<file path="config.mk">
export PLATFORM = sky130hd
export DESIGN_NAME = bmc_basic_mode_control
export DESIGN_NICKNAME = d
export VERILOG_FILES = /design/src/shared/bmc_pkg.sv /design/src/verilog/bmc_basic_mode_control.sv
export SDC_FILE = /design/constraint.sdc
export NUM_CORES = 1
export LEC_CHECK = 0
export BUFFER_PORTS_ARGS = -buffer_cell sky130_fd_sc_hd__buf_2
export CAP_MARGIN = 20
export CORE_MARGIN = 4
export CORE_UTILIZATION = 31
export DETAILED_ROUTE_END_ITERATION = 8
export GPL_TIMING_DRIVEN = 0
export SETUP_SLACK_MARGIN = 0.05
export SYNTH_ARGS = -nofsm -noshare
export SYNTH_HDL_FRONTEND = slang
export SYNTH_SLANG_ARGS = --single-unit
</file>
<file path="constraint.sdc">
create_clock -name clk -period 3.41 [get_ports clk]
set_input_delay 0.341 -clock clk [delete_from_list [all_inputs] [get_ports clk]]
set_output_delay 0.341 -clock clk [all_outputs]
set_load 0.01 [all_outputs]
</file>
<file path="src/shared/bmc_pkg.sv">
// Constants and carrier types for the basic mode control register bank.
// Assumes a single 50 MHz management clock shared by every user of the bank.
package bmc_pkg;

    // ==========================================================
    // Register map
    localparam logic [4:0] BMC_ADDR_BASIC_MODE_CONTROL = 5'h00;

    // ==========================================================
    // Field positions
    localparam int BMC_BIT_RESET = 15;
    localparam int BMC_BIT_LOOPBACK = 14;
    localparam int BMC_BIT_SPEED = 13;
    localparam int BMC_BIT_AN_ENABLE = 12;
    localparam int BMC_BIT_POWER_DOWN = 11;
    localparam int BMC_BIT_ISOLATE = 10;
    localparam int BMC_BIT_AN_RESTART = 9;
    localparam int BMC_BIT_DUPLEX = 8;
    localparam int BMC_BIT_COLL_TEST = 7;
    localparam int BMC_BIT_UNIDIR = 5;

    // Writable bits; 6 and 4:0 are reserved and read as zero
    localparam logic [15:0] BMC_WRITE_MASK = 16'hFFA0;

    // ==========================================================
    // Reset values of the non-strapped bits
    localparam logic BMC_RST_LOOPBACK = 1'b0;
    localparam logic BMC_RST_POWER_DOWN = 1'b0;
    localparam logic BMC_RST_ISOLATE = 1'b0;
    localparam logic BMC_RST_AN_RESTART = 1'b0;
    localparam logic BMC_RST_COLL_TEST = 1'b0;
    localparam logic BMC_RST_UNIDIR = 1'b0;
    // Strap sync register reset: straps low, power-down pin released
    localparam logic [4:0] BMC_RST_PINS = 5'h10;

    // ==========================================================
    // Timing
    localparam int BMC_CLK_MHZ = 50;
    localparam int BMC_SOFT_RESET_NS = 1000;
    localparam int BMC_SOFT_RESET_CYC = (BMC_SOFT_RESET_NS * BMC_CLK_MHZ + 999) / 1000;
    localparam int BMC_LOOPBACK_DEAD_US = 500;
    localparam int BMC_LOOPBACK_DEAD_CYC = BMC_LOOPBACK_DEAD_US * BMC_CLK_MHZ;

    // ==========================================================
    // Carriers
    typedef struct packed {
        logic valid;
        logic write;
        logic [4:0] addr;
        logic [15:0] wdata;
    } bmc_mgmt_req_t;

    typedef struct packed {
        logic valid;
        logic [15:0] rdata;
    } bmc_mgmt_rsp_t;

    typedef struct packed {
        logic fiber_mode_enable;
        logic an_enable;
        logic duplex_full;
        logic speed_100;
    } bmc_strap_t;

    typedef struct packed {
        logic core_reset;
        logic loopback;
        logic rx_dead;
        logic an_enable;
        logic an_restart;
        logic speed_100;
        logic duplex_full;
        logic power_down;
        logic isolate;
        logic tx_allowed;
    } bmc_ctrl_t;

endpackage : bmc_pkg

</file>
<file path="src/verilog/bmc_basic_mode_control.sv">
// Basic mode control register of a fast Ethernet transceiver.
// Assumes a word-wide management request port decoded from the serial
// management frame engine, and a MAC interface on the same clock.
//
// Notes on behaviour
// - Writing one to bit 15 starts soft reset; reads one until done; straps resampled.
// - Bit 14 set routes MAC transmit data back to the MAC receive path.
// - Enabling loopback may blank valid receive data for up to 500 us.
// - With negotiation off, bit 13 picks 100 or 10 Mb/s; reset value strapped.
// - Bit 12 loads from strap at reset; forced zero while fiber mode enabled.
// - Negotiation on ignores bits 13 and 8; off, they set speed and duplex.
// - Bit 11 powers the transceiver down; only the register block stays alive.
// - Power down is bit 11 OR the low pin; the pin also sets bit 11.
// - Bit 10 isolates the port from the MAC; management stays working.
// - Bit 9 restarts negotiation, reads one until started, ignored if negotiation off.
// - Clearing bit 9 by a write never aborts a running negotiation.
// - With negotiation off, bit 8 picks full or half duplex; reset value strapped.
// - Bit 7 drives collision within 512 bit times of transmit enable, drops within 4.
// - Bits 6 and 4:0 ignore writes and read zero.
// - Bit 5 allows 100 Mb/s transmit without link; no effect at 10 Mb/s.
// - Self-clearing bits set by their trigger and clear when the operation ends.
`timescale 1ns/1ns
`default_nettype none

module bmc_basic_mode_control #(
    parameter int SOFT_RESET_CYCLES = bmc_pkg::BMC_SOFT_RESET_CYC,
    parameter int LOOPBACK_DEAD_CYCLES = bmc_pkg::BMC_LOOPBACK_DEAD_CYC
) (
    input wire logic clk,
    input wire logic resetn,
    input wire bmc_pkg::bmc_mgmt_req_t mgmt_req,
    output bmc_pkg::bmc_mgmt_rsp_t mgmt_rsp,
    input wire bmc_pkg::bmc_strap_t strap_pins,
    input wire logic power_down_pin_n,
    input wire logic an_started,
    input wire logic an_result_speed_100,
    input wire logic an_result_duplex_full,
    input wire logic link_up,
    input wire logic mac_tx_en,
    output logic mac_col,
    output bmc_pkg::bmc_ctrl_t ctrl
);
    import bmc_pkg::*;

    localparam int RST_W = $clog2(SOFT_RESET_CYCLES + 1);
    localparam int DEAD_W = $clog2(LOOPBACK_DEAD_CYCLES + 1);
    localparam logic [RST_W-1:0] RST_LOAD = RST_W'(SOFT_RESET_CYCLES);
    localparam logic [DEAD_W-1:0] DEAD_LOAD = DEAD_W'(LOOPBACK_DEAD_CYCLES);

    // ==========================================================
    // Elaboration checks
    // Filter needs four edges to fill after power on; the strap load uses the fifth
    if (SOFT_RESET_CYCLES < 5) begin : g_bad_reset
        $error("soft reset must outlast the pin filter filling after reset");
    end
    if (LOOPBACK_DEAD_CYCLES < 1) begin : g_bad_dead
        $error("loopback dead interval must be at least one cycle");
    end

    // ==========================================================
    // State
    typedef struct packed {
        logic [4:0] pin_s1;
        logic [4:0] pin_s2;
        logic [4:0] pin_s3;
        logic [4:0] pin_stable;
        logic busy;
        logic [RST_W-1:0] rst_cnt;
        logic loopback;
        logic speed_100;
        logic an_enable;
        logic power_down;
        logic isolate;
        logic an_restart;
        logic duplex_full;
        logic coll_test;
        logic unidir;
        logic [DEAD_W-1:0] dead_cnt;
        logic col;
        logic rsp_valid;
        logic [15:0] rdata;
    } bmc_state_t;

    bmc_state_t st_q;
    bmc_state_t st_d;

    function automatic logic [15:0] bmc_pack(input bmc_state_t s);
        logic [15:0] v;
        v = 16'h0000;
        v[BMC_BIT_RESET] = s.busy;
        v[BMC_BIT_LOOPBACK] = s.loopback;
        v[BMC_BIT_SPEED] = s.speed_100;
        v[BMC_BIT_AN_ENABLE] = s.an_enable;
        v[BMC_BIT_POWER_DOWN] = s.power_down;
        v[BMC_BIT_ISOLATE] = s.isolate;
        v[BMC_BIT_AN_RESTART] = s.an_restart;
        v[BMC_BIT_DUPLEX] = s.duplex_full;
        v[BMC_BIT_COLL_TEST] = s.coll_test;
        v[BMC_BIT_UNIDIR] = s.unidir;
        return v & BMC_WRITE_MASK;
    endfunction : bmc_pack

    logic wr_hit;
    logic [15:0] wd;
    logic pd_pin_active;
    logic eff_speed;

    // ==========================================================
    // Next state
    always_comb begin
        st_d = st_q;
        wd = mgmt_req.wdata;
        wr_hit = mgmt_req.valid && mgmt_req.write && !st_q.busy
            && (mgmt_req.addr == BMC_ADDR_BASIC_MODE_CONTROL);

        // Pins: three flops, a change counts when stages two and three agree
        st_d.pin_s1 = {power_down_pin_n, strap_pins};
        st_d.pin_s2 = st_q.pin_s1;
        st_d.pin_s3 = st_q.pin_s2;
        if (st_q.pin_s2 == st_q.pin_s3) begin
            st_d.pin_stable = st_q.pin_s3;
        end
        pd_pin_active = !st_q.pin_stable[4];

        // Read answer shows the value before any write in the same request
        st_d.rsp_valid = mgmt_req.valid;
        st_d.rdata = 16'h0000;
        if (mgmt_req.valid && !mgmt_req.write
                && mgmt_req.addr == BMC_ADDR_BASIC_MODE_CONTROL) begin
            st_d.rdata = bmc_pack(st_q);
        end

        if (wr_hit) begin
            st_d.loopback = wd[BMC_BIT_LOOPBACK];
            st_d.speed_100 = wd[BMC_BIT_SPEED];
            st_d.an_enable = wd[BMC_BIT_AN_ENABLE];
            st_d.power_down = wd[BMC_BIT_POWER_DOWN];
            st_d.isolate = wd[BMC_BIT_ISOLATE];
            st_d.duplex_full = wd[BMC_BIT_DUPLEX];
            st_d.coll_test = wd[BMC_BIT_COLL_TEST];
            st_d.unidir = wd[BMC_BIT_UNIDIR];
            // Clearing only hides the request; the engine keeps running
            if (!wd[BMC_BIT_AN_RESTART]) begin
                st_d.an_restart = 1'b0;
            end
            if (wd[BMC_BIT_RESET]) begin
                st_d.busy = 1'b1;
                st_d.rst_cnt = RST_LOAD;
            end
        end

        // Restart drops once the engine reports it started
        if (st_q.an_restart && an_started) begin
            st_d.an_restart = 1'b0;
        end
        // Set wins over both clears
        if (wr_hit && wd[BMC_BIT_AN_RESTART] && st_d.an_enable) begin
            st_d.an_restart = 1'b1;
        end
        if (!st_d.an_enable) begin
            st_d.an_restart = 1'b0;
        end

        // Soft reset: hold, then reload defaults and resample straps
        if (st_q.busy) begin
            st_d.rst_cnt = st_q.rst_cnt - RST_W'(1);
            if (st_q.rst_cnt == RST_W'(1)) begin
                st_d.busy = 1'b0;
                st_d.loopback = BMC_RST_LOOPBACK;
                st_d.power_down = BMC_RST_POWER_DOWN;
                st_d.isolate = BMC_RST_ISOLATE;
                st_d.an_restart = BMC_RST_AN_RESTART;
                st_d.coll_test = BMC_RST_COLL_TEST;
                st_d.unidir = BMC_RST_UNIDIR;
                st_d.speed_100 = st_q.pin_stable[0];
                st_d.duplex_full = st_q.pin_stable[1];
                st_d.an_enable = st_q.pin_stable[2];
            end
        end

        if (st_q.pin_stable[3]) begin
            st_d.an_enable = 1'b0;
            st_d.an_restart = 1'b0;
        end
        if (pd_pin_active) begin
            st_d.power_down = 1'b1;
        end

        // Dead interval starts on the rising edge of loopback
        if (st_d.loopback && !st_q.loopback) begin
            st_d.dead_cnt = DEAD_LOAD;
        end else if (st_q.dead_cnt != '0) begin
            st_d.dead_cnt = st_q.dead_cnt - DEAD_W'(1);
        end

        // One cycle is far inside both the 512 and 4 bit time limits
        st_d.col = st_q.coll_test && mac_tx_en;
    end

    always_ff @(posedge clk or negedge resetn) begin
        if (!resetn) begin
            st_q <= '0;
            st_q.pin_s1 <= BMC_RST_PINS;
            st_q.pin_s2 <= BMC_RST_PINS;
            st_q.pin_s3 <= BMC_RST_PINS;
            st_q.pin_stable <= BMC_RST_PINS;
            // Hardware reset runs the soft reset path so straps get sampled
            st_q.busy <= 1'b1;
            st_q.rst_cnt <= RST_LOAD;
        end else begin
            st_q <= st_d;
        end
    end

    // ==========================================================
    // Outputs
    assign eff_speed = st_q.an_enable ? an_result_speed_100 : st_q.speed_100;
    assign mgmt_rsp.valid = st_q.rsp_valid;
    assign mgmt_rsp.rdata = st_q.rdata;
    assign mac_col = st_q.col;
    assign ctrl.core_reset = st_q.busy;
    assign ctrl.loopback = st_q.loopback;
    assign ctrl.rx_dead = (st_q.dead_cnt != '0);
    assign ctrl.an_enable = st_q.an_enable;
    assign ctrl.an_restart = st_q.an_restart;
    assign ctrl.speed_100 = eff_speed;
    assign ctrl.duplex_full = st_q.an_enable ? an_result_duplex_full
        : st_q.duplex_full;
    assign ctrl.power_down = st_q.power_down || !st_q.pin_stable[4];
    assign ctrl.isolate = st_q.isolate;
    assign ctrl.tx_allowed = !eff_speed || st_q.unidir || link_up;

endmodule : bmc_basic_mode_control

`default_nettype wire

</file>
==> run summary, run 1 <==
Placed insts: 421
Final setup violation count: 0
Req. time, crit path: 3.07 ns
Vias post-DR: 2039
Synth Cell Area: 2870 µm²
Avg Inst Size Synth: 11.2 µm²
Synth Warn #: 0
Fmax achieved: 414 MHz
GRT Total Usage: 11.0%
Placed cell areas: 3280 µm²
Number of flops mapped to enable cells by yosys: 0
Final Wtd Congestion: 0.837
Synth cell types: 46
Type of origin of the critical path: flop
Layout Cells excl Fill: 437
DR pass1 iterations: 6
Final nets: 362
PwrDens: 524 nW/µm²
Synth Instances: 257
Core Area: 8850 µm²
Net Sw Frac: 26.2%
Worst skew pair latency: 0.33 ns
Final hold viol count: 0
Clock share of power: 39.6%
Vias in the first global route: 2035
Status: complete, no violations
Total Wirelength: 5610 µm
I/O pins: 63
Delay of the slowest critical-path stage: 0.48 ns
Clock Path Buffers: 2
Fraction of registers with async set or reset after synthesis: 100%
Post-CTS Setup Repair Bufs: 0
Max-Cap Viols: 0
Share of the synthesized area in the top cell type: 47.9%
Layout cells sized above 1: 35.3%
CTS sink cnt: 63
Synth Flop Type: dfrtp_1
Antenna cells: 0
Grt total ovfl: 0
Worst Max-Slew Pin Slew: 0.910 ns
Clock skew: 0.0116 ns
Vias/cell: 4.67
Fin. max-slew vios: 0
WL/cell: 12.8 µm
Initial antenna violation count: 0
Fill cell count: 869
Flop pwr share: 50.0%
Slew margin rel.: 39.2%
Flops & latches, synth: 63
CTS tree: built
Initial Util: 32.5%
Post-DP HPWL: 4080 µm
Initial DRC Count: 77
Worst VDD drop: 293 µV
DRC Markers: 0
CP delay by family, top: simple AND/OR/NAND/NOR gates
PostCTS Resize Cnt: 0
Number of cell rows: 34
CP Max Fanout: 9
Worst path slowest cell: nor4_4
First-pass GRT wire length: 9690 µm
Leakage: 0.00162 µW
Setup crit end kind: output pin
IO Port Bufs: 50
Seq/Total Area, Yosys: 55.2%
Die span in x: 104 µm
Unrepaired setup endpoints after global routing: no
Final worst path period need: 2.41 ns
Internal power: 1360 µW
H-tree depth: 3
Final ANT Viol Nets: 0
Count of buffer and inverter cells on the critical path: 2
Syn-to-layout area delta: 22.2%
Area contributors post-synth: dfrtp_1 48%, dfstp_2 7.3%, buf_4 6.0%
Hold Buf Count CTS: 0
DIE HEIGHT: 104 µm
CTS Buf Count: 9
Critical path arrival: 2.07 ns
Min-Delay Path Class: input port to asynchronous set/reset pin
Worst-path clk slew: 0.08 ns
Fin Setup TNS: 0 ns
Worst path cell trace: nor4_4 > and3_1 > clkbuf_1 > nand2_1 > buf_2
Comb power frac: 10.4%
Post-route cell area: 3510 µm²
Area of the die: 10900 µm²
Largest net degree at the start of global routing: 64
Largest area contributor in the netlist: dfrtp_1
Root Buffer: clkbuf_8
Net Switching: 482 µW
WS Path Type: flop to output pin
Hold slack: 0.0836 ns
Crit share post-route: 70.8%
==> metal layers <==
layer / vias to the layer above / routed length (µm) / GRT usage [%]
li1: 1023 / - / -
met5: - / 0 / 0
met3: 7 / 186 / 3.10
met4: 0 / 129 / 5.41
met1: 972 / 2480 / 13.7
met2: 37 / 2820 / 17.6
==> registers in the layout, summed over array words and instances, names as in the netlist <==
name and flops:
ctrl 5, mac_col 1, mgmt_rsp 11, st_d 10
st_q 36
==> through the flow <==
stage          setup slack [ns]  power, µW  utilization [%]
3_3_place_gp               1.03       1110             37.0
4_1_cts                   0.963       1870             39.7
6_report                  0.996       1840             39.7
2_1_floorplan              1.62       1050                -
3_5_place_dp               1.32       1130             37.1
5_1_grt                   0.825       1940             39.7
==> power groups by stage <==
stage	sequential (µW)	combinational, µW	clock, µW
after floorplan	910	140	0
after global placement	925	188	0
after detailed placement	932	195	0
after CTS	918	196	752
after global routing	931	218	787
final	918	192	728
==> Yosys cell counts, types with 4 or more instances <==
library cell and n:
dfrtp_1 55, buf_4 23, nand2_1 21, a21oi_1 12, nand3_1 12, o21ai_0 12
and2_1 11, nor2_1 10, dfstp_2 8, mux2_2 8, mux2i_1 8, and3_1 6
nor3_1 6, inv_1 4, nand2b_1 4, o31ai_1 4, xor2_1 4
==> path summary, 6_finish.rpt <==
check | endpoint | cells past startpoint | startpoint | slack (ns)
max in group asynchronous | mgmt_rsp[10] | 1 | resetn | 2.82
min in group clk | st_d[63] | 1 | power_down_pin_n | 0.10
min reg2reg | st_d[56] | 0 | st_d[61] | 0.36
max reg2reg | st_q[40] | 5 | ctrl[9] | 1.34
min | st_q[30] | 1 | resetn | 0.08
max | ctrl[7] | 5 | st_q[23] | 1.0
==> layout make-up <==
cell class | instances | area [µm²] | share of cell area, %
flip-flops and latches | 63 | 1590 | 45.2
multi-input cells | 168 | 1100 | 31.3
repair buffers | 51 | 258 | 7.34
plain buffers | 27 | 190 | 5.42
well taps | 108 | 135 | 3.85
clock buffers | 9 | 124 | 3.53
clock inverters | 7 | 103 | 2.92
inverters | 4 | 15.0 | 0.428
==> cell families after synthesis <==
logic type	Yosys count	share of synthesized area [%]
and+or+nand+nor	98	20.1
DFF	63	55.2
AOI/OAI and AO/OA	38	8.01
buffers and inverters	31	7.14
muxes	16	5.92
xor gates and xnor gates	7	2.13
adders and majority gates	3	1.31
other	1	0.131
==> layout by cell type (no fill, tap or decap), drive strengths merged, types with 4 or more instances in the layout <==
master	instances
nand2b	4
buf	76
and3	6
conb	6
mux2i	8
xor2	4
nand2	22
mux2	8
nor2	10
nor3	8
dfstp	8
a21oi	12
dfrtp	55
clkbuf	11
o21ai	12
and2	14
nand3	12
inv	7
o31ai	4
No activity file was read; power rests on OpenSTA's default activity.
==> run 2: changes to the inputs <==
Clock period 3.41 ns to 2.07 ns, I/O delays scaled along.
==> run 2 against run 1 <==
Worst hold slack improved by 0.0055 ns. Total power grew 67%. First-iteration DRC count is 27% lower. Sequential share of layout area down 1.7 points. Setup slack lost 0.86 ns. Register-to-register slack worse by 1.1 ns. Cell area is 3.8% higher. Critical path depth down 1. Sequential power is 66% higher. Via count rose by 1.2%. Core utilization rose by 1.5 points. Clock skew barely moved. Critical endpoint unchanged.
==> run summary, run 2 (same netlist as run 1, synthesis figures left out) <==
Unrepaired setup endpoints after global routing: yes (was no)
Comb power frac: 11.5% (was 10.4%)
Clock Path Buffers: 2 (unchanged)
Initial antenna violation count: 0 (unchanged)
Antenna cells: 0 (unchanged)
Net Sw Frac: 26.5% (was 26.2%)
Placed insts: 421 (unchanged)
Slew margin rel.: 38.7% (was 39.2%)
H-tree depth: 3 (unchanged)
Vias in the first global route: 2109 (was 2035)
Flop pwr share: 49.5% (was 50.0%)
Status: complete, no violations (unchanged)
Fin Setup TNS: 0 ns (unchanged)
Fin. max-slew vios: 0 (unchanged)
Worst path cell trace: or4_4 > nor3_4 > nand2_2 > buf_2 (was nor4_4 > and3_1 > clkbuf_1 > nand2_1 > buf_2)
Critical path arrival: 1.73 ns (was 2.07 ns)
Final worst path period need: 1.93 ns
Layout cells sized above 1: 37.3% (was 35.3%)
Root Buffer: clkbuf_8 (unchanged)
Setup crit end kind: output pin (unchanged)
Core Area: 8850 µm² (unchanged)
Post-DP HPWL: 4080 µm (unchanged)
CTS Buf Count: 9 (unchanged)
Count of buffer and inverter cells on the critical path: 1 (was 2)
Crit share post-route: 93.4%
Final hold viol count: 0 (unchanged)
Worst Max-Slew Pin Slew: 0.917 ns (was 0.910 ns)
Max reg flops: 36 (unchanged)
Most frequent cells in the layout: 55 x dfrtp_1, 52 x buf_2, 27 x buf_4 (was 55 x dfrtp_1, 52 x buf_2, 24 x buf_4)
Min-Delay Path Class: input port to flop (was input port to asynchronous set/reset pin)
Die span in x: 104 µm (unchanged)
Vias/cell: 4.63 (was 4.67)
Top reg by flops: st_q (unchanged)
Total Wirelength: 5740 µm (was 5610 µm)
IO Port Bufs: 50 (unchanged)
Hold slack: 0.0891 ns (was 0.0836 ns)
Req. time, crit path: 1.86 ns (was 3.07 ns)
Max-Cap Viols: 0 (unchanged)
Area of the die: 10900 µm² (unchanged)
Final ANT Viol Nets: 0 (unchanged)
GRT Total Usage: 11.3% (was 11.0%)
Initial Util: 32.5% (unchanged)
PwrDens: 844 nW/µm² (was 524 nW/µm²)
CP delay by family, top: simple AND/OR/NAND/NOR gates (unchanged)
Initial DRC Count: 56 (was 77)
Worst VDD drop: 483 µV (was 293 µV)
Layout Cells excl Fill: 446 (was 437)
Grt total ovfl: 0 (unchanged)
Worst path slowest cell: or4_4 (was nor4_4)
Vias post-DR: 2064 (was 2039)
Number of cell rows: 34 (unchanged)
Final setup violation count: 0 (unchanged)
WL/cell: 12.9 µm (was 12.8 µm)
DR pass1 iterations: 4 (was 6)
Worst-path clk slew: 0.08 ns (about the same)
WS Path Type: flop to output pin (unchanged)
Largest net degree at the start of global routing: 64 (unchanged)
First-pass GRT wire length: 9960 µm (was 9690 µm)
Final nets: 371 (was 362)
CTS sink cnt: 63 (unchanged)
Leakage: 0.00169 µW (was 0.00162 µW)
CP Max Fanout: 4 (was 9)
Total power: 3080 µW (was 1840 µW)
Syn-to-layout area delta: 26.9% (was 22.2%)
Delay of the slowest critical-path stage: 0.57 ns (was 0.48 ns)
Worst skew pair latency: 0.33 ns (about the same)
Net Switching: 814 µW (was 482 µW)
Type of origin of the critical path: flop (unchanged)
I/O pins: 63 (unchanged)
DIE HEIGHT: 104 µm (unchanged)
CTS tree: built (unchanged)
Internal power: 2260 µW (was 1360 µW)
DRC Markers: 0 (unchanged)
Final Wtd Congestion: 0.837 (unchanged)
Fmax achieved: 517 MHz
Clock skew: 0.0114 ns (was 0.0116 ns)
Most common cell after layout, fill and taps aside: dfrtp_1 (unchanged)
Clock share of power: 39.1% (was 39.6%)
[run 2: final timing paths]
kind	start	to	slack (ns)	cells past startpoint
max reg2reg	ctrl[9]	st_q[21]	0.20	5
min	mac_tx_en	mac_col	0.09	2
max	st_q[26]	ctrl[7]	0.14	4
max in group asynchronous	resetn	mgmt_rsp[10]	1.07	2
min in group asynchronous	resetn	st_q[30]	0.49	2
min reg2reg	st_d[61]	st_d[56]	0.36	0
[run 2: timing repair]
item                                   in CTS  in global routing
gates resized for setup                     4                  6
setup endpoints to repair                  11                 11
hold buffers                                7                  0
pin swaps                                   2                  1
setup buffers                               2                  1
endpoints found under the hold margin      61                  0
[run 2: cell type report]
cell class,instances,area [µm²]
timing repair buffer,61,350
tap,108,135
fill,862,5200
inverter,4,15.0
sequential,63,1590
clock buffer,9,124
multi-input combinational,168,1140
buffer,26,186
clock inverter,7,103
[run 2: worst reg2reg max path, stage by stage (launching register included)]
cell and delay [ns]:
dfstp_2 0.38, or4b_1 0.56, or3_1 0.35, buf_2 0.19, and2_0 0.17, mux2i_1 0.14
[run 2: per-stage QoR]
| stage | cell area [µm²] | setup slack, ns | util, % |
|---|---|---|---|
| 6_report | 3640 | 0.136 | 41.2 |
| 5_1_grt | 3640 | 0.0404 | 41.2 |
| 4_1_cts | 3610 | 0.0388 | 40.8 |
| 3_5_place_dp | 3280 | -0.0215 | 37.1 |
| 3_3_place_gp | 3280 | -0.180 | 37.0 |
| 2_1_floorplan | 2890 | 0.279 | - |
[run 2: per-layer routing]
metal / wire length [µm] / GRT usage, % / share of wire [%] / vias up
met1: 2490 / 13.7 / 43 / 976
met2: 2910 / 18.5 / 51 / 45
met3: 208 / 3.10 / 3.6 / 7
met4: 129 / 5.41 / 2.2 / 0
li1: - / - / - / 1036
met5: 0 / 0 / 0 / -
[run 2: power groups by stage]
stage          combinational [µW]  sequential (µW)  clock [µW]
2_1_floorplan                 230             1500           0
3_5_place_dp                  322             1540           0
4_1_cts                       342             1510        1240
6_report                      353             1520        1200
3_3_place_gp                  309             1520           0
5_1_grt                       398             1540        1300
